==> config.mk <==
export PLATFORM = sky130hd
export DESIGN_NAME = cra_core_regs
export DESIGN_NICKNAME = d
export VERILOG_FILES = /design/src/cra_core_regs_note_unused.sv /design/src/cra_pkg.sv /design/src/cra_core_regs.sv
export SDC_FILE = /design/constraint.sdc
export NUM_CORES = 1
export LEC_CHECK = 0
export ABC_CLOCK_PERIOD_IN_PS = 4200
export BUFFER_PORTS_ARGS = -buffer_cell sky130_fd_sc_hd__buf_2
export CORE_MARGIN = 2
export CORE_UTILIZATION = 35
export DETAILED_ROUTE_END_ITERATION = 10
export GPL_ROUTABILITY_DRIVEN = 0
export SLEW_MARGIN = 20
export SYNTH_ARGS = -nofsm -noshare
export SYNTH_HDL_FRONTEND = slang
export SYNTH_SLANG_ARGS = --single-unit
==> constraint.sdc <==
create_clock -name mclk -period 4.2 [get_ports mclk]
set_input_delay 0.21 -clock mclk [delete_from_list [all_inputs] [get_ports mclk]]
set_output_delay 0.21 -clock mclk [all_outputs]
set_load 0.1 [all_outputs]
==> src/cra_core_regs_note_unused.sv <==
// holds no logic; the whole core sits in one design file

==> src/cra_pkg.sv <==
// constants, encodings and carrier types of the core register set
package cra_pkg;
    localparam int          DW          = 8;
    localparam int          AW          = 12;
    localparam int          IDX_SEL_BIT = 11;
    localparam logic [11:0] ADR_IDX_HI  = 12'h0BE;
    localparam logic [11:0] ADR_IDX_LO  = 12'h0BF;
    localparam logic [11:0] ADR_STK_TOP = 12'h0FE;
    localparam logic [11:0] ADR_FLAGS   = 12'h0FF;
    localparam logic [11:0] PC_RST_ADDR = 12'h800;
    localparam logic [3:0]  STK_RST     = 4'hF;
    localparam logic [3:0]  STK_PAGE    = 4'h3;
    localparam logic [3:0]  STK_STEP    = 4'h2;
    localparam logic [7:0]  REL_MIN     = 8'hE1;
    localparam logic [7:0]  REL_MAX     = 8'h20;

    typedef enum logic [3:0] {
        OP_NOP        = 4'h0,
        OP_LOAD_A     = 4'h1,
        OP_STORE_A    = 4'h2,
        OP_LOAD_X     = 4'h3,
        OP_INC_X      = 4'h4,
        OP_DEC_X      = 4'h5,
        OP_SHORT_JUMP = 4'h6,
        OP_LONG_JUMP  = 4'h7,
        OP_CALL       = 4'h8,
        OP_RETURN     = 4'h9
    } cra_op_e;

    typedef enum logic [2:0] {
        MODE_INHERENT  = 3'h0,
        MODE_IMMEDIATE = 3'h1,
        MODE_DIRECT    = 3'h2,
        MODE_INDEXED   = 3'h3,
        MODE_INDIRECT  = 3'h4
    } cra_mode_e;

    typedef enum logic [2:0] {
        ST_IDLE      = 3'b000,
        ST_LOAD_WAIT = 3'b001,
        ST_PUSH_HI   = 3'b010,
        ST_PULL_HI   = 3'b100,
        ST_PULL_LO   = 3'b101
    } cra_state_e;

    typedef struct packed {
        logic      valid;
        cra_op_e   op;
        cra_mode_e mode;
        logic [1:0] len;
        logic [7:0] opHi;
        logic [7:0] opLo;
    } cra_cmd_s;

    typedef struct packed {
        logic       re;
        logic       we;
        logic [11:0] addr;
        logic [7:0] wdata;
    } cra_mem_s;
endpackage : cra_pkg

==> src/cra_core_regs.sv <==
// programmer-visible registers, stack and operand address generation
`timescale 1ns/1ps
module cra_core_regs
    import cra_pkg::*;
(
    input  wire logic       mclk,
    input  wire logic       rst,
    input  wire cra_cmd_s   cmd,
    input  wire logic [7:0] memRdata,
    output cra_mem_s        memReq,
    output logic            busy,
    output logic [7:0]      accOut,
    output logic [11:0]     indexOut,
    output logic [11:0]     nextInstAddr,
    output logic [3:0]      stackTopIdx,
    output logic [7:0]      condFlagsOut
);
    cra_state_e  state_r;
    cra_state_e  state_nxt;
    cra_mem_s    memReq_r;
    logic        busy_r;
    logic [7:0]  acc_r;
    logic [11:0] index_r;
    logic [11:0] nextInstPtr_r;
    logic [3:0]  stackTop_r;
    logic [7:0]  condFlags_r;
    logic [10:0] retHold_r;
    logic        accept;
    logic        isMemMode;
    logic        regHit;
    logic        memRead;
    logic        storeReg;
    logic        relOk;
    logic [11:0] ea;
    logic [7:0]  regRdata;
    logic [10:0] seqPc;
    logic [10:0] relPc;
    logic [10:0] absTarget;

    // stack slot address inside the 0x30-0x3F page
    function automatic logic [11:0] stkAddr(input logic [3:0] idx);
        stkAddr = {4'h0, STK_PAGE, idx};
    endfunction : stkAddr

    // effective address and mapped-register decode
    always_comb
    begin
        accept    = cmd.valid && (state_r == ST_IDLE);
        isMemMode = (cmd.mode == MODE_DIRECT) || (cmd.mode == MODE_INDEXED) || (cmd.mode == MODE_INDIRECT);
        ea        = 12'h000;
        if (cmd.mode == MODE_INDEXED)
        begin
            ea = {index_r[IDX_SEL_BIT], index_r[10:0] + {3'h0, cmd.opLo}};
        end
        else if (cmd.mode == MODE_INDIRECT)
        begin
            ea = index_r;
        end
        else if (cmd.mode == MODE_DIRECT)
        begin
            ea = {4'h0, cmd.opLo};
        end
        regHit   = isMemMode && ((ea == ADR_IDX_HI) || (ea == ADR_IDX_LO) || (ea == ADR_STK_TOP) || (ea == ADR_FLAGS));
        regRdata = 8'h00;
        if (ea == ADR_IDX_HI)
        begin
            regRdata = {5'h00, index_r[10:8]};
        end
        else if (ea == ADR_IDX_LO)
        begin
            regRdata = index_r[7:0];
        end
        else if (ea == ADR_STK_TOP)
        begin
            regRdata = {4'h0, stackTop_r};
        end
        else if (ea == ADR_FLAGS)
        begin
            regRdata = condFlags_r;
        end
        memRead   = accept && (cmd.op == OP_LOAD_A) && isMemMode && !regHit;
        storeReg  = accept && (cmd.op == OP_STORE_A) && regHit;
        seqPc     = nextInstPtr_r[10:0] + {9'h000, cmd.len};
        relOk     = ($signed(cmd.opLo) >= $signed(REL_MIN)) && ($signed(cmd.opLo) <= $signed(REL_MAX));
        relPc     = nextInstPtr_r[10:0] + {{3{cmd.opLo[7]}}, cmd.opLo};
        absTarget = {cmd.opHi[2:0], cmd.opLo};
    end

    // sequencer for reads and stack transfers
    always_comb
    begin
        state_nxt = state_r;
        case (state_r)
            ST_IDLE:
            begin
                if (memRead)
                    state_nxt = ST_LOAD_WAIT;
                else if (accept && (cmd.op == OP_CALL))
                    state_nxt = ST_PUSH_HI;
                else if (accept && (cmd.op == OP_RETURN))
                    state_nxt = ST_PULL_HI;
            end
            ST_PULL_HI: state_nxt = ST_PULL_LO;
            default:    state_nxt = ST_IDLE;
        endcase
    end

    // state and busy flag
    always_ff @(posedge mclk)
    begin
        if (rst)
        begin
            state_r <= ST_IDLE;
            busy_r  <= 1'b0;
        end
        else
        begin
            state_r <= state_nxt;
            busy_r  <= (state_nxt != ST_IDLE);
        end
    end

    // memory request, one cycle per strobe
    always_ff @(posedge mclk)
    begin
        if (rst)
            memReq_r <= '0;
        else
        begin
            memReq_r <= '0;
            if (memRead)
            begin
                memReq_r.re   <= 1'b1;
                memReq_r.addr <= ea;
            end
            else if (accept && (cmd.op == OP_STORE_A) && isMemMode && !regHit && !ea[IDX_SEL_BIT])
            begin
                memReq_r.we    <= 1'b1;
                memReq_r.addr  <= ea;
                memReq_r.wdata <= acc_r;
            end
            else if (accept && (cmd.op == OP_CALL))
            begin
                memReq_r.we    <= 1'b1;
                memReq_r.addr  <= stkAddr(stackTop_r);
                memReq_r.wdata <= seqPc[7:0];
            end
            else if (accept && (cmd.op == OP_RETURN))
            begin
                memReq_r.re   <= 1'b1;
                memReq_r.addr <= stkAddr(stackTop_r + 4'h1);
            end
            else if (state_r == ST_PUSH_HI)
            begin
                memReq_r.we    <= 1'b1;
                memReq_r.addr  <= stkAddr(stackTop_r - 4'h1);
                memReq_r.wdata <= {5'h00, retHold_r[10:8]};
            end
            else if (state_r == ST_PULL_HI)
            begin
                memReq_r.re   <= 1'b1;
                memReq_r.addr <= stkAddr(stackTop_r + STK_STEP);
            end
        end
    end

    // working register loads
    always_ff @(posedge mclk)
    begin
        if (rst)
            acc_r <= 8'h00;
        else if (accept && (cmd.op == OP_LOAD_A) && (cmd.mode == MODE_IMMEDIATE))
            acc_r <= cmd.opLo;
        else if (accept && (cmd.op == OP_LOAD_A) && regHit)
            acc_r <= regRdata;
        else if (state_r == ST_LOAD_WAIT)
            acc_r <= memRdata;
    end

    // index pointer updates
    always_ff @(posedge mclk)
    begin
        if (rst)
            index_r <= 12'h000;
        else if (accept && (cmd.op == OP_LOAD_X))
            index_r <= {cmd.opHi[3:0], cmd.opLo};
        else if (accept && (cmd.op == OP_INC_X))
            index_r <= {index_r[IDX_SEL_BIT], index_r[10:0] + 11'h001};
        else if (accept && (cmd.op == OP_DEC_X))
            index_r <= {index_r[IDX_SEL_BIT], index_r[10:0] - 11'h001};
        else if (storeReg && (ea == ADR_IDX_HI))
            index_r[11:8] <= acc_r[3:0];
        else if (storeReg && (ea == ADR_IDX_LO))
            index_r[7:0] <= acc_r;
    end

    // stack index
    always_ff @(posedge mclk)
    begin
        if (rst)
            stackTop_r <= STK_RST;
        else if (storeReg && (ea == ADR_STK_TOP))
            stackTop_r <= acc_r[3:0];
        else if (state_r == ST_PUSH_HI)
            stackTop_r <= stackTop_r - STK_STEP;
        else if (state_r == ST_PULL_LO)
            stackTop_r <= stackTop_r + STK_STEP;
    end

    // condition flags byte, reachable by mapped stores
    always_ff @(posedge mclk)
    begin
        if (rst)
            condFlags_r <= 8'h00;
        else if (storeReg && (ea == ADR_FLAGS))
            condFlags_r <= acc_r;
    end

    // return address holding
    always_ff @(posedge mclk)
    begin
        if (rst)
            retHold_r <= 11'h000;
        else if (accept && (cmd.op == OP_CALL))
            retHold_r <= seqPc;
        else if (state_r == ST_PULL_HI)
            retHold_r[10:8] <= memRdata[2:0];
    end

    // program counter
    always_ff @(posedge mclk)
    begin
        if (rst)
            nextInstPtr_r <= PC_RST_ADDR;
        else if (accept && ((cmd.op == OP_LONG_JUMP) || (cmd.op == OP_CALL)))
            nextInstPtr_r <= {1'b1, absTarget};
        else if (accept && (cmd.op == OP_SHORT_JUMP) && relOk)
            nextInstPtr_r <= {1'b1, relPc};
        else if (accept && (cmd.op != OP_RETURN))
            nextInstPtr_r <= {1'b1, seqPc};
        else if (state_r == ST_PULL_LO)
            nextInstPtr_r <= {1'b1, retHold_r[10:8], memRdata};
    end

    assign memReq       = memReq_r;
    assign busy         = busy_r;
    assign accOut       = acc_r;
    assign indexOut     = index_r;
    assign nextInstAddr = nextInstPtr_r;
    assign stackTopIdx  = stackTop_r;
    assign condFlagsOut = condFlags_r;
endmodule : cra_core_regs

-- Yosys cells after proc, flatten, opt, wreduce, memory -nomap -nowiden
Index checks and enable logic that the tools add are counted.
- flip-flop bits (word level): 72
- output and inout bits: 67
- logic and storage cells: 141
- add/subtract/negate cells: 9
- magnitude comparators: 2
- eq/ne operators: 25
- mux-type cells: 45
- reduce and logical (&&, ||, !) cells: 46
- operator list (cell ; count):
    8-bit 2-to-1 mux ; 11
    12-bit 2-to-1 mux ; 6
    12-bit by 8-bit == test with 1-bit output (second input constant) ; 4
    11-bit 2-to-1 mux ; 4
    21-bit 2-to-1 mux ; 2
    1-bit logical AND ; 26
    3-bit 2-to-1 mux ; 6
    6-bit 2-to-1 mux ; 3
    4-bit by 3-bit == test with 1-bit output (second input constant) ; 4
    4-bit 2-to-1 mux ; 4
    4-bit nonzero test ; 3
    11-bit by 1-bit adder with 11-bit output (second input constant) ; 1
    11-bit adder ; 1
    11-bit by 2-bit adder with 11-bit output ; 1
    11-bit by 8-bit adder with 11-bit output ; 1
    11-bit by 1-bit subtractor with 11-bit output (second input constant) ; 1
    3-bit by 2-bit == test with 1-bit output (second input constant) ; 3
    3-bit == test (second input constant) ; 3
    3-bit nonzero test ; 3
    4-bit by 2-bit == test with 1-bit output (second input constant) ; 2
    4-bit == test (second input constant) ; 2
    8-bit by 6-bit greater-or-equal comparator with 1-bit output (second input constant) ; 1
    8-bit by 7-bit less-or-equal comparator with 1-bit output (second input constant) ; 1
    1-bit 2-to-1 mux ; 8
    other kinds (16) ; 26

-- Logic depth before layout (Yosys ltp)
- depth in word-level cells: 16
- gate-level depth with buffers: 13

-- Worst setup path before layout
No wires, ideal clock.
- path kind: register -> register
- from: register index_r[0], in the netlist indexOut[0]
- to: register index_r[11], in the netlist indexOut[11]
- setup time: 0.086 ns
- arrival time: 3.816 ns
- required time: 4.114 ns
- slack: 0.299 ns
- cell stages (with the launch flop): 12
- cell sequence: dfxtp_1 > ha_1 > inv_1 > fa_1 > nor2b_1 > o21ai_0 > a211o_1 > a211o_1 > nor4_1 > and4b_1 > mux2_2 > a211oi_1
- word-level cells in the longest chain between the ends: 11
- elaborated cells between the ends (all ways): 15
- those cells by class: add/sub: 1; eq/ne: 4; mux: 2; reduce/logical: 8
- RTL lines (item ; RTL line ; RTL):
    start, declared ; cra_core_regs.sv:23 ; logic [11:0] index_r;
    start signal, assigned ; cra_core_regs.sv:186 ; index_r <= {cmd.opHi[3:0], cmd.opLo};
    start signal, assigned ; cra_core_regs.sv:188 ; index_r <= {index_r[IDX_SEL_BIT], index_r[10:0] + 11'h001};
    start signal, assigned ; cra_core_regs.sv:190 ; index_r <= {index_r[IDX_SEL_BIT], index_r[10:0] - 11'h001};
    11-bit by 8-bit adder with 11-bit output or 12-bit 2-to-1 mux (tied branches) ; cra_core_regs.sv:53, cra_core_regs.sv:55 ;
    12-bit 2-to-1 mux (*) ; cra_core_regs.sv:51 ; if (cmd.mode == MODE_INDEXED)
    12-bit by 8-bit == test with 1-bit output, on equally long branches ; cra_core_regs.sv:63, cra_core_regs.sv:191 ;
    1-bit logical OR (3 in series) ; cra_core_regs.sv:63 ; regHit = isMemMode && ((ea == ADR_IDX_HI) || (ea == ADR_IDX_LO) || (ea == ADR_STK_TOP) || (ea == ADR_FLAGS));
    1-bit logical AND ; cra_core_regs.sv:63 ;
    1-bit logical AND ; cra_core_regs.sv:82 ; storeReg = accept && (cmd.op == OP_STORE_A) && regHit;
    1-bit logical AND (*) ; cra_core_regs.sv:191 ; else if (storeReg && (ea == ADR_IDX_HI))
    2-bit nonzero test (no source line) (*) ; n/a ;
    3-bit AND reduction (no source line) (*) ; n/a ;
Mark *: on every way between the ends. The rest lies on a longest branch, timed or not.
A chain may end at the register's enable or synchronous reset.

-- Worst setup path after layout
- from: register index_r[1], in the netlist indexOut[1]
- to: register index_r[11], in the netlist indexOut[11]
Same word-level chain as after synthesis.

==> results.cfg <==
[status]
run_status = finished, final reports clean

[timing]
final_period_util_pct = 88.1
hold_ws_ns = 0.164
relSlewSlack_pct = 33.3
sum_neg_setup_slack_ns = 0
rsz_0062_raised_after_global_routing = false
timing.fmax_mhz = 270
report.final.hold_viol_count = 0
final_setup_margin_ns = 0.500
number_of_setup_violations_in_the_final_report = 0
worst_clock_skew_ns = 0.0101
final_max_slew_viol_count = 0
period_needed_ns = 3.70
worst-slew-pin-transition_ns = 0.997

[logic_synthesis]
portion_of_the_post_synthesis_area_used_by_sequential_elements_pct = 24.3
yosysTopAreaCellShare_pct = 24.3
yosys.cell_types.count = 86
synthDominantAreaCellType = dfxtp_1
yosysWarnings = 0
list_of_most_frequent_post_synthesis_cells = nor2_1, nand2_1, dfxtp_1, a21oi_1, o21ai_0
ys_top_cells_by_area = dfxtp_1, nor2_1, ha_1, mux2i_1, nand2_1
postSynthNetCount = 841
synth_top_flop_cell = dfxtp_1
synth_area_per_cell_sq_um = 7.64
mappedNetlistArea_sq_um = 5920
asyncSetResetFlopFracSynth_pct = 0
synth_seq_cells = 72
synth-edff-count = 0
synthCells = 775
synthMostInstantiatedCell = nor2_1

[global_routing]
wire_length_of_the_first_global_routing_pass_microns = 32600
grt_start_max_net_pins = 39
vias_in_the_first_global_route = 5659
grt.total_usage_pct = 23.4
grt-ovfl-total = 0
grt_antenna_before_repair = 0

[setup_path]
cpPeakStageDelay_ns = 0.55
worst_ep_arrival_time_ns = 3.95
timing.critical_path.max_delay_family = simple AND/OR/NAND/NOR gates
startpoint_type = register
cpMaxStageDelayCell = nor4_1
critical_path.max_fanout = 8
cpMostUsedCell = a211o_1
worstPathRequired_ns = 4.45
cp_num_buf_inv = 1
path_cells = inv_1 -> fa_1 -> nor2b_1 -> o21ai_0 -> a211o_1 -> a211o_1 -> nor4_1 -> and4b_1 -> mux2_2 -> a211oi_1
setup.worst_path.end_class = register
worst_setup_path_type = register to register

[place]
placed_area_sq_um = 6570
dpl.hpwl_microns = 15900
preCtsSetupSlack_ns = 0.596
portBuffers = 97
place.detailed.instances = 1054

[layout]
multi_input_area_sq_um = 4150
post_route_cells_drive_above_1_share_pct = 18.6
nNetsFinal = 911
diodes_inserted = 0
finish.instance_area_sq_um = 6890
flow.area_growth_from_synthesis_pct = 16.4
stdcell_count = 1070
regArea_sq_um = 1440
nFillCells = 1765

[floorplan]
placement_rows = 47
initial_utilization_pct = 35.7
fp.coreArea_sq_um = 16600
pin_count = 103
die_height_microns = 134
die_outline_width_microns = 134
dieArea_sq_um = 18000

[routing]
met1Wirelength_microns = 9650
route.antenna.remaining_nets = 0
routed_wirelength_microns = 21200
route.met2.wl_microns = 9380
vias = 6301
wl_met3_microns = 1480
first_pass_iters = 5
route.top_layer_used = met4
initial_drc_count = 761
drt_drc_violations_left = 0
wire_per_inst_microns = 19.8
vias_per_cell = 5.89

[cts]
cts.root.buffer_cell = clkbuf_16
cts.sink_count = 72
clock_latency_ns = 0.35
postCtsSetupBuffers = 0
postCtsHoldBufs = 0
clk_pin_slew_ns = 0.07
cts_max_level = 3
cts_max_path_buffers = 2
cts_tree = yes
post_cts.resized_instances = 0
cts_buffers = 9

[job]
timing.max_cap.violations = 0

[hold_path]
classification_of_the_worst_slack_hold_path = input pin to register

[power_and_ir_drop]
vdd_ir_drop_max_mv = 0.162
power_leakage_nw = 2.84
cellPowerDensity_nw_per_um2 = 297
==> routing by layer <==
layer / GRT usage (%) / vias to the layer above
met1: 32.9 / 2992
li1: - / 3010
met3: 3.67 / 36
met2: 36.5 / 263
met4: 8.19 / 0
met5: 0 / -
==> power breakdown <==
group          switching (mW)  internal (mW)  total [mW]
Sequential             0.0264          0.699       0.726
Clock                   0.336          0.527       0.863
Combinational           0.320          0.137       0.457
Total                   0.683           1.36        2.05
==> stage by stage <==
step	power (mW)	util, %
6_report	2.05	41.6
3_3_place_gp	1.19	39.6
5_1_grt	2.12	41.6
4_1_cts	2.04	41.6
3_5_place_dp	1.19	39.6
2_1_floorplan	1.08	-
==> cell type report <==
type	instances	area share, %
clock buffers	9	3.27
clock inverters	7	1.49
inverters	18	0.980
multi-input cells	628	60.3
flip-flops and latches	72	20.9
well taps	220	3.99
repair buffers	116	9.11
==> placed cells by master (no fill, tap or decap), types with 5 or more instances in the layout <==
cell type	count
a211o_1	9
a211oi_1	13
a21oi_1	38
a221o_1	6
a221oi_1	6
a22oi_1	10
a311oi_1	10
a31oi_1	17
and3_1	13
buf_2	97
buf_4	19
clkbuf_16	9
dfxtp_1	72
ha_1	27
inv_1	18
mux2i_1	33
nand2_1	84
nand2b_1	8
nand3_1	32
nand3b_1	8
nor2_1	97
nor3_1	20
nor4_1	8
o2111ai_1	5
o211ai_1	7
o21ai_0	36
o221ai_1	8
o22ai_1	5
or3_1	7
xnor2_1	19
xor2_1	10
==> sequential cells by signal (all words and copies together) (netlist names) <==
register / count
accOut: 8
busy: 1
condFlagsOut: 8
indexOut: 12
memReq: 22
nextInstAddr: 11
retHold_r: 3
stackTopIdx: 4
state_r: 3
==> logic make-up after synthesis <==
family,Yosys count,share of synthesized area (%)
AND/OR/NAND/NOR,320,27.9
AO/OA/AOI/OAI,213,25.2
buffers and inverters,75,5.60
flip-flops,72,24.3
multiplexers,35,5.96
adder cells (fa/ha/maj),30,6.72
XOR/XNOR,29,4.29
other,1,0.0633
==> worst min-delay path: stages <==
cell and delay (ns):
buf_2 0.12, nand2_1 0.06, a311oi_1 0.07
==> worst paths after layout <==
check                                                 end  cells past startpoint  slack (ns)                      start
worst min-delay path            retHold_r[8]$_SDFFE_PP0P_                      3        0.16                memRdata[0]
worst max register to register  indexOut[11]$_SDFFE_PP0P_                     10        0.50   indexOut[1]$_SDFFE_PP0P_
worst max-delay path            indexOut[11]$_SDFFE_PP0P_                     10        0.50   indexOut[1]$_SDFFE_PP0P_
worst min register to register  retHold_r[8]$_SDFFE_PP0P_                      2        0.53  retHold_r[8]$_SDFFE_PP0P_
No activity file was read; power rests on OpenSTA's default activity.
